**src/design/pfd_pkg.sv**
```systemverilog
// constants, encodings and timing counts for the platform fault diagnostics block
// assumes a single 100 MHz clock domain
package pfd_pkg;
  // fault classes, most severe has the highest code
  localparam logic [1:0] CLS_NONE = 2'h0;
  localparam logic [1:0] CLS_USER = 2'h1;
  localparam logic [1:0] CLS_MID = 2'h2;
  localparam logic [1:0] CLS_SEV = 2'h3;
  // safe output level: de-energized
  localparam logic SAFE_LVL = 1'h0;
  localparam logic TXD_IDLE = 1'h1;
  // timing
  localparam int CLK_MHZ = 100;
  localparam int BIT_NS = 1000;
  localparam int BIT_CYC = (BIT_NS * CLK_MHZ + 999) / 1000;
  localparam int START_NS = 2000;
  localparam int START_CYC = (START_NS * CLK_MHZ + 999) / 1000;
  // own diagnostic word flag positions
  localparam int FLG_SAFE = 0;
  localparam int FLG_LOST = 1;
  localparam int FLG_PAR = 2;
  localparam int FLG_MEM = 3;
  localparam int FLG_CMP = 4;
  localparam int FLG_NONSAFE = 5;
  localparam int FLG_W = 6;

  typedef enum logic [1:0] {
    ST_START = 2'b00,
    ST_RUN = 2'b01,
    ST_HOLD = 2'b10,
    ST_HALT = 2'b11
  } pfd_state_t;

  typedef enum logic [1:0] {
    TX_IDLE = 2'b00,
    TX_LOAD = 2'b01,
    TX_SEND = 2'b10
  } pfd_tx_t;
endpackage : pfd_pkg

```
**src/design/pfd_diag_mem.sv**
```systemverilog
// latest diagnostic word of each input/output module, one entry per module; of same-cycle reports only the lowest index is written
// assumes one writer and one reader on the shared clock; read data registered
`timescale 1ns/1ps
module pfd_diag_mem #(
  parameter int W = 9,
  parameter int DEPTH = 4,
  parameter int AW = 2
) (
  input wire logic i_ref_clk,
  input wire logic i_rst_b,
  input wire logic i_ce,
  input wire logic i_we,
  input wire logic [AW-1:0] i_waddr,
  input wire logic [W-1:0] i_wdata,
  input wire logic i_re,
  input wire logic [AW-1:0] i_raddr,
  output logic [W-1:0] o_rdata
);
  typedef struct packed {
    logic [DEPTH-1:0][W-1:0] mem;
    logic [W-1:0] rdata;
  } pfd_mem_t;

  pfd_mem_t r;
  pfd_mem_t n;

  always_comb begin
    n = r;
    // read before write: a same-cycle write shows on the next read
    if (i_re) begin
      n.rdata = r.mem[i_raddr];
    end
    if (i_we) begin
      n.mem[i_waddr] = i_wdata;
    end
  end

  always_ff @(posedge i_ref_clk) begin
    if (!i_rst_b) begin
      r <= '0;
    end else if (i_ce) begin
      r <= n;
    end
  end

  assign o_rdata = r.rdata;
endmodule : pfd_diag_mem

```
**src/design/pfd_main.sv**
```systemverilog
// central logic module fault aggregation and safe-state control
// assumes module reports, link status and control outputs are synchronous to i_ref_clk
`timescale 1ns/1ps
module pfd_main import pfd_pkg::*; #(
  parameter int N_MOD = 4,
  parameter int DW = 8
) (
  input wire logic i_ref_clk,
  input wire logic i_rst_b,
  input wire logic i_ce,
  input wire logic [N_MOD-1:0] i_mod_present,
  input wire logic [N_MOD-1:0] i_mod_is_out,
  input wire logic [N_MOD-1:0] i_mod_qual,
  input wire logic [N_MOD-1:0] i_mod_link_ok,
  input wire logic [N_MOD-1:0] i_mod_diag_vld,
  input wire logic [N_MOD*DW-1:0] i_mod_diag,
  input wire logic [N_MOD-1:0] i_mod_diag_par,
  input wire logic i_hw_st_fail,
  input wire logic i_if_st_fail,
  input wire logic i_pl_fault,
  input wire logic [N_MOD-1:0] i_ctl_out,
  output logic [N_MOD-1:0] o_out,
  output logic [N_MOD-1:0] o_mod_safe,
  output logic o_safe_halt,
  output logic o_gen_fault,
  output logic o_alarm,
  output logic o_usr_vld,
  output logic [$clog2(N_MOD)-1:0] o_usr_mod,
  output logic [DW-3:0] o_usr_code,
  output logic o_maintenance_test_station_txd
);
  localparam int MW = $clog2(N_MOD);
  localparam int IW = $clog2(N_MOD + 1);
  localparam int FW = DW + 3;
  localparam int BW = $clog2(FW + 1);
  localparam int VW = $clog2(BIT_CYC);
  localparam int SW = $clog2(START_CYC);

  typedef struct packed {
    pfd_state_t st;
    pfd_tx_t tx_ph;
    logic [N_MOD-1:0] out;
    logic [N_MOD-1:0] mod_safe;
    logic [N_MOD-1:0] lost;
    logic own_sev;
    logic own_mid;
    logic par_err;
    logic mem_err;
    logic cmp_err;
    logic nonsafe;
    logic usr_seen;
    logic gen_fault;
    logic halt;
    logic usr_vld;
    logic [MW-1:0] usr_mod;
    logic [DW-3:0] usr_code;
    logic [SW-1:0] start_cnt;
    logic txd;
    logic [IW-1:0] tx_idx;
    logic [BW-1:0] tx_bit;
    logic [VW-1:0] tx_div;
    logic [FW-1:0] tx_sh;
  } pfd_main_t;

  pfd_main_t r;
  pfd_main_t n;

  logic [DW-1:0] w_word [N_MOD];
  logic [1:0] w_cls [N_MOD];
  logic [N_MOD-1:0] par_ok;
  logic [N_MOD-1:0] sev_hit;
  logic [N_MOD-1:0] mid_hit;
  logic [N_MOD-1:0] usr_rpt;
  logic [N_MOD-1:0] out_lost;
  logic [N_MOD-1:0] in_lost;
  logic [N_MOD-1:0] bad_mod;
  logic [N_MOD-1:0] usr_hit;
  logic [1:0] cls_a;
  logic [1:0] cls_b;
  logic [1:0] own_cls;
  logic [DW-1:0] own_word;
  logic [DW:0] rd_word;
  logic [DW:0] fr_word;
  logic mem_we;
  logic [MW-1:0] mem_waddr;
  logic [DW:0] mem_wdata;

  // per-module decode of reports and link state
  for (genvar gi = 0; gi < N_MOD; gi++) begin : g_mod
    assign w_word[gi] = i_mod_diag[gi*DW +: DW];
    assign w_cls[gi] = w_word[gi][DW-1 -: 2];
    assign par_ok[gi] = (^w_word[gi]) == i_mod_diag_par[gi];
    assign sev_hit[gi] = i_mod_diag_vld[gi] && par_ok[gi] && w_cls[gi] == CLS_SEV;
    assign mid_hit[gi] = i_mod_diag_vld[gi] && par_ok[gi] && w_cls[gi] == CLS_MID;
    assign usr_rpt[gi] = i_mod_diag_vld[gi] && par_ok[gi] && w_cls[gi] == CLS_USER;
    assign out_lost[gi] = i_mod_present[gi] && i_mod_is_out[gi] && !i_mod_link_ok[gi];
    assign in_lost[gi] = i_mod_present[gi] && !i_mod_is_out[gi] && !i_mod_link_ok[gi];
    assign bad_mod[gi] = i_mod_present[gi] && !i_mod_qual[gi];
    assign usr_hit[gi] = usr_rpt[gi] || (in_lost[gi] && !r.lost[gi]);
  end

  // processing check: two independent reductions must agree
  always_comb begin
    cls_a = CLS_NONE;
    for (int i = 0; i < N_MOD; i++) begin
      if (i_mod_diag_vld[i] && par_ok[i] && w_cls[i] > cls_a) begin
        cls_a = w_cls[i];
      end
    end
    cls_b = (|sev_hit) ? CLS_SEV : (|mid_hit) ? CLS_MID : (|usr_rpt) ? CLS_USER : CLS_NONE;
  end

  // store the latest word per module; only the lowest index is written when several arrive
  always_comb begin
    mem_we = 1'b0;
    mem_waddr = '0;
    mem_wdata = '0;
    for (int i = N_MOD - 1; i >= 0; i--) begin
      if (i_mod_diag_vld[i] && par_ok[i]) begin
        mem_we = 1'b1;
        mem_waddr = MW'(i);
        mem_wdata = {i_mod_diag_par[i], w_word[i]};
      end
    end
  end

  // own class is the worst flag held
  always_comb begin
    own_cls = r.own_sev ? CLS_SEV : r.own_mid ? CLS_MID : r.usr_seen ? CLS_USER : CLS_NONE;
    own_word = '0;
    own_word[DW-1 -: 2] = own_cls;
    own_word[FLG_SAFE] = |r.mod_safe;
    own_word[FLG_LOST] = |r.lost;
    own_word[FLG_PAR] = r.par_err;
    own_word[FLG_MEM] = r.mem_err;
    own_word[FLG_CMP] = r.cmp_err;
    own_word[FLG_NONSAFE] = r.nonsafe;
    fr_word = (r.tx_idx == IW'(N_MOD)) ? {^own_word, own_word} : rd_word;
  end

  pfd_diag_mem #(
    .W(DW + 1),
    .DEPTH(N_MOD),
    .AW(MW)
  ) u_mem (
    .i_ref_clk(i_ref_clk),
    .i_rst_b(i_rst_b),
    .i_ce(i_ce),
    .i_we(mem_we),
    .i_waddr(mem_waddr),
    .i_wdata(mem_wdata),
    .i_re(r.tx_ph == TX_IDLE),
    .i_raddr(r.tx_idx[MW-1:0]),
    .o_rdata(rd_word)
  );

  always_comb begin
    n = r;
    n.usr_vld = 1'b0;
    // intermediate report forces that module safe; severe likewise
    n.mod_safe = r.mod_safe | sev_hit | mid_hit;
    n.lost = r.lost | out_lost | in_lost;
    n.par_err = r.par_err | (|(i_mod_diag_vld & ~par_ok));
    n.cmp_err = r.cmp_err | (cls_a != cls_b);
    if (r.tx_ph == TX_LOAD && r.tx_idx < IW'(N_MOD) && (^rd_word) != 1'b0) begin
      n.mem_err = 1'b1;
    end
    // logic faults and failed cross-checks are most severe
    n.own_sev = r.own_sev | i_pl_fault | n.cmp_err;
    // hardware, interface and design faults are intermediate
    n.own_mid = r.own_mid | i_hw_st_fail | i_if_st_fail | n.par_err | n.mem_err;
    // user-class faults and lost input modules go to the application; only the lowest index when several hit in one cycle
    for (int i = N_MOD - 1; i >= 0; i--) begin
      if (usr_hit[i]) begin
        n.usr_vld = 1'b1;
        n.usr_mod = MW'(i);
        n.usr_code = usr_rpt[i] ? w_word[i][DW-3:0] : '1;
        n.usr_seen = 1'b1;
      end
    end
    case (r.st)
      ST_START: begin
        // screen for unqualified modules during startup
        n.nonsafe = r.nonsafe | (|bad_mod);
        if (r.start_cnt == SW'(START_CYC - 1)) begin
          n.st = n.nonsafe ? ST_HOLD : ST_RUN;
        end else begin
          n.start_cnt = r.start_cnt + 1'b1;
        end
      end
      ST_RUN: begin
        // lost output module trips the system
        if (|out_lost) begin
          n.st = ST_HALT;
        end
      end
      ST_HOLD: begin
        n.st = ST_HOLD;
      end
      ST_HALT: begin
        n.st = ST_HALT;
      end
      default: begin
        n.st = ST_HALT;
      end
    endcase
    // own severe or intermediate fault halts from any state
    if (n.own_sev || n.own_mid) begin
      n.st = ST_HALT;
    end
    // diagnostics can only force outputs to the safe level
    n.out = (n.st == ST_RUN) ? (i_ctl_out & ~n.mod_safe) : {N_MOD{SAFE_LVL}};
    n.halt = n.st == ST_HALT;
    // one fault level for the station and user alarms
    n.gen_fault = n.own_sev | n.own_mid | n.nonsafe | n.usr_seen | (|n.mod_safe) | (|n.lost);
    // round robin over module entries, then the own word
    case (r.tx_ph)
      TX_IDLE: begin
        n.tx_ph = TX_LOAD;
      end
      TX_LOAD: begin
        n.txd = 1'b0;
        // stop bit sits above parity and data, shifted out lsb first
        n.tx_sh = FW'({1'b1, fr_word});
        n.tx_bit = BW'(1);
        n.tx_div = '0;
        n.tx_ph = TX_SEND;
      end
      TX_SEND: begin
        if (r.tx_div == VW'(BIT_CYC - 1)) begin
          n.tx_div = '0;
          if (r.tx_bit == BW'(FW)) begin
            n.tx_ph = TX_IDLE;
            n.txd = TXD_IDLE;
            n.tx_idx = (r.tx_idx == IW'(N_MOD)) ? '0 : r.tx_idx + 1'b1;
          end else begin
            n.txd = r.tx_sh[0];
            n.tx_sh = r.tx_sh >> 1;
            n.tx_bit = r.tx_bit + 1'b1;
          end
        end else begin
          n.tx_div = r.tx_div + 1'b1;
        end
      end
      default: begin
        n.tx_ph = TX_IDLE;
        n.txd = TXD_IDLE;
      end
    endcase
  end

  // frozen entirely while the enable is low
  always_ff @(posedge i_ref_clk) begin
    if (!i_rst_b) begin
      r <= '0;
      r.txd <= TXD_IDLE;
    end else if (i_ce) begin
      r <= n;
    end
  end

  assign o_out = r.out;
  assign o_mod_safe = r.mod_safe;
  assign o_safe_halt = r.halt;
  assign o_gen_fault = r.gen_fault;
  assign o_alarm = r.gen_fault;
  assign o_usr_vld = r.usr_vld;
  assign o_usr_mod = r.usr_mod;
  assign o_usr_code = r.usr_code;
  assign o_maintenance_test_station_txd = r.txd;

  property p_pl_trip;
    @(posedge i_ref_clk) disable iff (!i_rst_b)
      i_ce && i_pl_fault |=> o_safe_halt && o_out == '0;
  endproperty
  a_pl_trip: assert property (p_pl_trip) else $error("logic fault did not halt");

  property p_hw_mid;
    @(posedge i_ref_clk) disable iff (!i_rst_b)
      i_ce && i_hw_st_fail |=> o_gen_fault && o_out == '0;
  endproperty
  a_hw_mid: assert property (p_hw_mid) else $error("hw fault left outputs live");

  property p_halt_hold;
    @(posedge i_ref_clk) disable iff (!i_rst_b)
      o_safe_halt |=> o_safe_halt && o_out == '0;
  endproperty
  a_halt_hold: assert property (p_halt_hold) else $error("safe halt was left");

  property p_out_lost;
    @(posedge i_ref_clk) disable iff (!i_rst_b)
      i_ce && r.st == ST_RUN && (|out_lost) |=> o_safe_halt;
  endproperty
  a_out_lost: assert property (p_out_lost) else $error("output link loss no trip");

  property p_mid_safe;
    @(posedge i_ref_clk) disable iff (!i_rst_b)
      i_ce && (|mid_hit) |=> (o_out & $past(mid_hit)) == '0;
  endproperty
  a_mid_safe: assert property (p_mid_safe) else $error("module fault not forced");

  property p_nonsafe;
    @(posedge i_ref_clk) disable iff (!i_rst_b)
      r.nonsafe |-> o_out == '0 && r.st != ST_RUN;
  endproperty
  a_nonsafe: assert property (p_nonsafe) else $error("unqualified module ran");

  property p_par;
    @(posedge i_ref_clk) disable iff (!i_rst_b)
      i_ce && (|(i_mod_diag_vld & ~par_ok)) |=> o_safe_halt ##1 o_safe_halt;
  endproperty
  a_par: assert property (p_par) else $error("bad report parity missed");

  property p_usr;
    @(posedge i_ref_clk) disable iff (!i_rst_b)
      i_ce && (|usr_rpt) |=> o_usr_vld && o_gen_fault;
  endproperty
  a_usr: assert property (p_usr) else $error("user fault not passed on");

  property p_frame;
    @(posedge i_ref_clk) disable iff (!i_rst_b)
      i_ce && r.tx_ph == TX_LOAD |=> !o_maintenance_test_station_txd;
  endproperty
  a_frame: assert property (p_frame) else $error("frame start bit missing");

  property p_worst;
    @(posedge i_ref_clk) disable iff (!i_rst_b)
      i_ce && (i_pl_fault || i_hw_st_fail || i_if_st_fail) && (|usr_rpt)
        |=> o_safe_halt && o_out == '0;
  endproperty
  a_worst: assert property (p_worst) else $error("user fault masked own fault");

  property p_gen;
    @(posedge i_ref_clk) disable iff (!i_rst_b)
      o_safe_halt || (|o_mod_safe) |-> o_gen_fault && o_alarm;
  endproperty
  a_gen: assert property (p_gen) else $error("fault without general flag");

  c_run: cover property (@(posedge i_ref_clk) r.st == ST_RUN && o_out != '0);
  c_halt: cover property (@(posedge i_ref_clk) $rose(o_safe_halt));
  c_hold: cover property (@(posedge i_ref_clk) r.st == ST_HOLD);
  c_usr: cover property (@(posedge i_ref_clk) o_usr_vld);
  c_own: cover property (@(posedge i_ref_clk) r.tx_ph == TX_LOAD && r.tx_idx == IW'(N_MOD));
endmodule : pfd_main

```
**config.mk**
```make
export PLATFORM = sky130hd
export DESIGN_NAME = pfd_main
export DESIGN_NICKNAME = d
export VERILOG_FILES = /design/src/design/pfd_pkg.sv /design/src/design/pfd_diag_mem.sv /design/src/design/pfd_main.sv
export SDC_FILE = /design/constraint.sdc
export NUM_CORES = 1
export LEC_CHECK = 0
export ABC_CLOCK_PERIOD_IN_PS = 8000
export BUFFER_PORTS_ARGS = -buffer_cell sky130_fd_sc_hd__buf_2
export CAP_MARGIN = 20
export CORE_UTILIZATION = 58
export CTS_CLUSTER_SIZE = 25
export DETAILED_ROUTE_END_ITERATION = 12
export GPL_TIMING_DRIVEN = 0
export PLACE_DENSITY = 0.82
export SKIP_LAST_GASP = 1
export SLEW_MARGIN = 40
export SYNTH_ARGS = -nofsm -noshare
export SYNTH_HDL_FRONTEND = slang
export SYNTH_SLANG_ARGS = --single-unit
```
**constraint.sdc**
```tcl
create_clock -name i_ref_clk -period 8 [get_ports i_ref_clk]
set_input_delay 2 -clock i_ref_clk [delete_from_list [all_inputs] [get_ports i_ref_clk]]
set_output_delay 2 -clock i_ref_clk [all_outputs]
set_load 0.05 [all_outputs]
```
==> key figures <==
Status
  • Status: finished clean

Synth
  • Number of synthesized flops with an enable pin: 0
  • Synthesized area: 6420 µm²
  • Share of the yosys chip area belonging to registers: 34.9%
  • Synth top area share: 34.9%
  • Count leader, synth: nor2_1
  • Top cells by count, synth: nor2_1 (113), dfxtp_1 (112), a21oi_1 (76)
  • Area leader, netlist: dfxtp_1
  • Synthesized area per cell: 8.38 µm²
  • Top cells by area, synth: dfxtp_1 (35%), nor2_1 (6.6%), xnor2_1 (6.0%), a21oi_1 (5.9%), ha_1 (5.1%)
  • Ys Warns: 0
  • Dominant synthesized flop cell: dfxtp_1
  • Synthesized flop and latch total: 112
  • Net Count, Synth: 858
  • Post-synth ARST share: 0%
  • Post-Synthesis Cells: 766
  • Synth unique cells: 62

Drt
  • Post-Route WL: 18400 µm
  • Vias/cell: 6.13
  • Routed length per instance: 18.3 µm
  • Via count: 6174
  • Detailed Route Iter0 Violations: 475
  • 1st-pass router iterations: 6
  • Antenna Nets Post-Route: 0
  • Drc violations: 0

Global route
  • GRT overflow: 0
  • Vias in the first global route: 5962
  • Number of antenna violations at the first check in global routing: 0
  • First-pass GRT wire length: 28800 µm
  • Total Routing Usage GR: 33.0%
  • Largest net degree at the start of global routing: 18

STA
  • RSZ-0062 raised after global routing: no
  • Count of pins over their slew limit: 0
  • Setup TNS: 0 ps
  • Final count of hold timing violations: 0
  • # setup viols final: 0
  • Achievable frequency: 133 MHz
  • Minimum clock period: 7520 ps
  • Fin crit share: 94.0%
  • Worst slew pin tran: 837 ps
  • Slew headroom: 44.0%
  • Final WS setup: 483 ps
  • Fin Hold WS: 456 ps
  • Layout Skew: 9.97 ps

Power and ir drop
  • Internal power: 0.943 mW
  • Switching share of power: 37.2%
  • Clock power share: 22.5%
  • Net Switching: 0.560 mW
  • IR drop worst, VDD: 0.000162 V
  • PwrDens: 208 nW/µm²
  • Logic pwr share: 35.7%
  • Total power: 1.50 mW
  • Flop pwr share: 41.8%
  • Pleak: 2.97 nW

Finish
  • Share of layout cells above drive strength 1: 17.2%
  • Antenna diodes: 0
  • Count of nets after finishing: 955
  • Area grow syn2layout: 12.6%

Floorplan
  • Die height: 107 µm
  • Number of top-level pins: 87
  • Die ar.: 11500 µm²
  • Core Region: 10800 µm²
  • Die X: 107 µm
  • FP Rows: 38
  • Starting density of the core: 59.5%

CTS
  • Root Driver: clkbuf_8
  • Clk slew on worst S/H paths: 90 ps
  • TritonCTS buffer count: 9
  • CTS tree: yes
  • Longest Clk Path Bufs: 2
  • Htree depth: 3
  • Clk_lat worst skew: 390 ps
  • Post-CTS Setup Repair Bufs: 0
  • Sink Count: 112

Critical path
  • Reg2reg end: o_usr_code[4]$_SDFFE_PN0P_
  • CP endpoint kind: register
  • FF-to-FF path depth: 8
  • Worst Path Max Fanout: 6
  • Worst setup SP type: primary input
  • Crit Reg-Reg Startpoint: r[54]$_SDFFE_PN0P_
  • WP data required: 8280 ps
  • Crit Path Category: in2reg
  • Worst EP arrival: 7800 ps
  • Internal reg-to-reg setup slack: 5410 ps

Placed design
  • RePlAce Congestion: 0.996
  • Post-DP HPWL: 14100 µm
  • Place WS: 125 ps
  • IO Port Bufs: 86

Flow run
  • Max cap viols: 0

Hold path
  • Worst Hold Launch: o_out[0]$_SDFFE_PN0P_
  • Worst Hold Class: reg2reg
  • Min-Delay Path Depth: 2
  • Hold Path Sink: o_out[0]$_SDFFE_PN0P_
==> critical path: stages <==
cell and delay (ps):
buf_2 180, inv_1 90, ha_1 290, xnor2_1 170, xnor2_1 140, xnor2_1 340
nand4b_1 220, ha_1 390, a21oi_1 120, a2111oi_4 360, mux2_2 430, ha_1 300
a21oi_1 60, a21oi_1 280, nand2_1 160, nand2_1 100, o21ai_0 80, ha_1 350
a21oi_1 120, a2111oi_4 460, a21oi_2 90, a221oi_2 350, xnor2_1 200, or2_4 300
o221a_1 220
==> timing repair <==
item / CTS / global route
endpoints found under the hold margin: 0 / 0
hold buffers: 0 / 0
resized for setup: 0 / 2
setup endpoints to repair: 0 / 5
==> worst max-delay path by stage <==
stage                             start                    to  slack [ps]  cells after the start
after detailed placement  i_mod_diag[7]  o_alarm$_SDFFE_PN0P_         130                     25
after floorplan           i_mod_diag[6]  o_alarm$_SDFFE_PN0P_        1030                     24
after global routing      i_mod_diag[7]  o_alarm$_SDFFE_PN0P_           9                     25
after global placement    i_mod_diag[6]  o_alarm$_SDFFE_PN0P_         190                     25
final                     i_mod_diag[7]  o_alarm$_SDFFE_PN0P_         480                     25
after CTS                 i_mod_diag[7]  o_alarm$_SDFFE_PN0P_         540                     25
==> flip-flops by register name, summed over array words and instances, names as in the netlist <==
| signal | flops |
|---|---|
| own_word | 4 |
| o_alarm | 1 |
| r | 43 |
| u_mem.o_rdata | 9 |
| o_safe_halt | 1 |
| o_usr_vld | 1 |
| u_mem.r | 36 |
| o_usr_code | 6 |
| o_out | 4 |
| o_usr_mod | 2 |
| o_mod_safe | 4 |
| o_maintenance_test_station_txd | 1 |
==> placed cells by master (no fill, tap or decap), types with 7 or more instances in the layout <==
cell type / count
inv_1: 26
nand4_1: 12
and3_1: 7
o21ai_0: 43
o221ai_1: 7
xnor2_1: 44
a211oi_1: 20
dfxtp_1: 112
nor2_1: 112
a22oi_1: 11
xor2_1: 19
nand3_1: 25
a21oi_1: 76
clkbuf_8: 9
ha_1: 26
nand2_1: 44
mux2i_1: 30
buf_2: 88
buf_4: 17
mux4_2: 9
clkbuf_1: 27
nor3_1: 15
==> logic make-up (layout without fill, tap and decap cells) <==
family / after synthesis / in the layout / share of synthesized area [%]
adder cells (fa/ha/maj): 26 / 26 / 5.07
AND/OR/NAND/NOR: 256 / 256 / 18.9
AO/OA/AOI/OAI: 190 / 190 / 18.7
multiplexers: 41 / 41 / 8.17
XOR/XNOR: 63 / 63 / 8.60
flip-flops: 112 / 112 / 34.9
buffers and inverters: 78 / 180 / 5.61
==> area by class of cell <==
| class | count | area (µm²) |
|---|---|---|
| Sequential cell | 112 | 2240 |
| Multi-Input combinational cell | 576 | 3830 |
| Inverter | 27 | 101 |
| Clock inverter | 5 | 57.6 |
| Timing Repair Buffer | 86 | 430 |
| Buffer | 51 | 260 |
| Fill cell | 908 | 3570 |
| Tap cell | 140 | 175 |
| Clock buffer | 11 | 131 |
==> routing by layer <==
| layer | GRT usage [%] | vias to the layer above | routed length [µm] |
|---|---|---|---|
| met4 | 15.4 | 0 | 611 |
| met1 | 39.8 | 2927 | 7340 |
| met3 | 6.02 | 52 | 1390 |
| met5 | 0 | - | 0 |
| met2 | 56.6 | 298 | 9070 |
| li1 | - | 2897 | - |
==> metrics by stage <==
| stage | cells | utilization [%] | cell area [µm²] |
|---|---|---|---|
| after floorplan | 766 | - | 6420 |
| after global placement | 992 | 65.1 | 7020 |
| after detailed placement | 992 | 65.1 | 7020 |
| after CTS | 1008 | 66.8 | 7210 |
| after global routing | 1008 | 66.9 | 7230 |
| final | 1008 | 66.9 | 7230 |
==> power by group through the flow <==
stage               Combinational [mW]  Clock [mW]  Sequential [mW]
floorplan                        0.380           0            0.635
global placement                 0.507           0            0.636
detailed placement               0.519           0            0.639
CTS                              0.522       0.339            0.627
global route                     0.581       0.361            0.632
finish                           0.537       0.338            0.628
(Power assumes the default switching activity.)
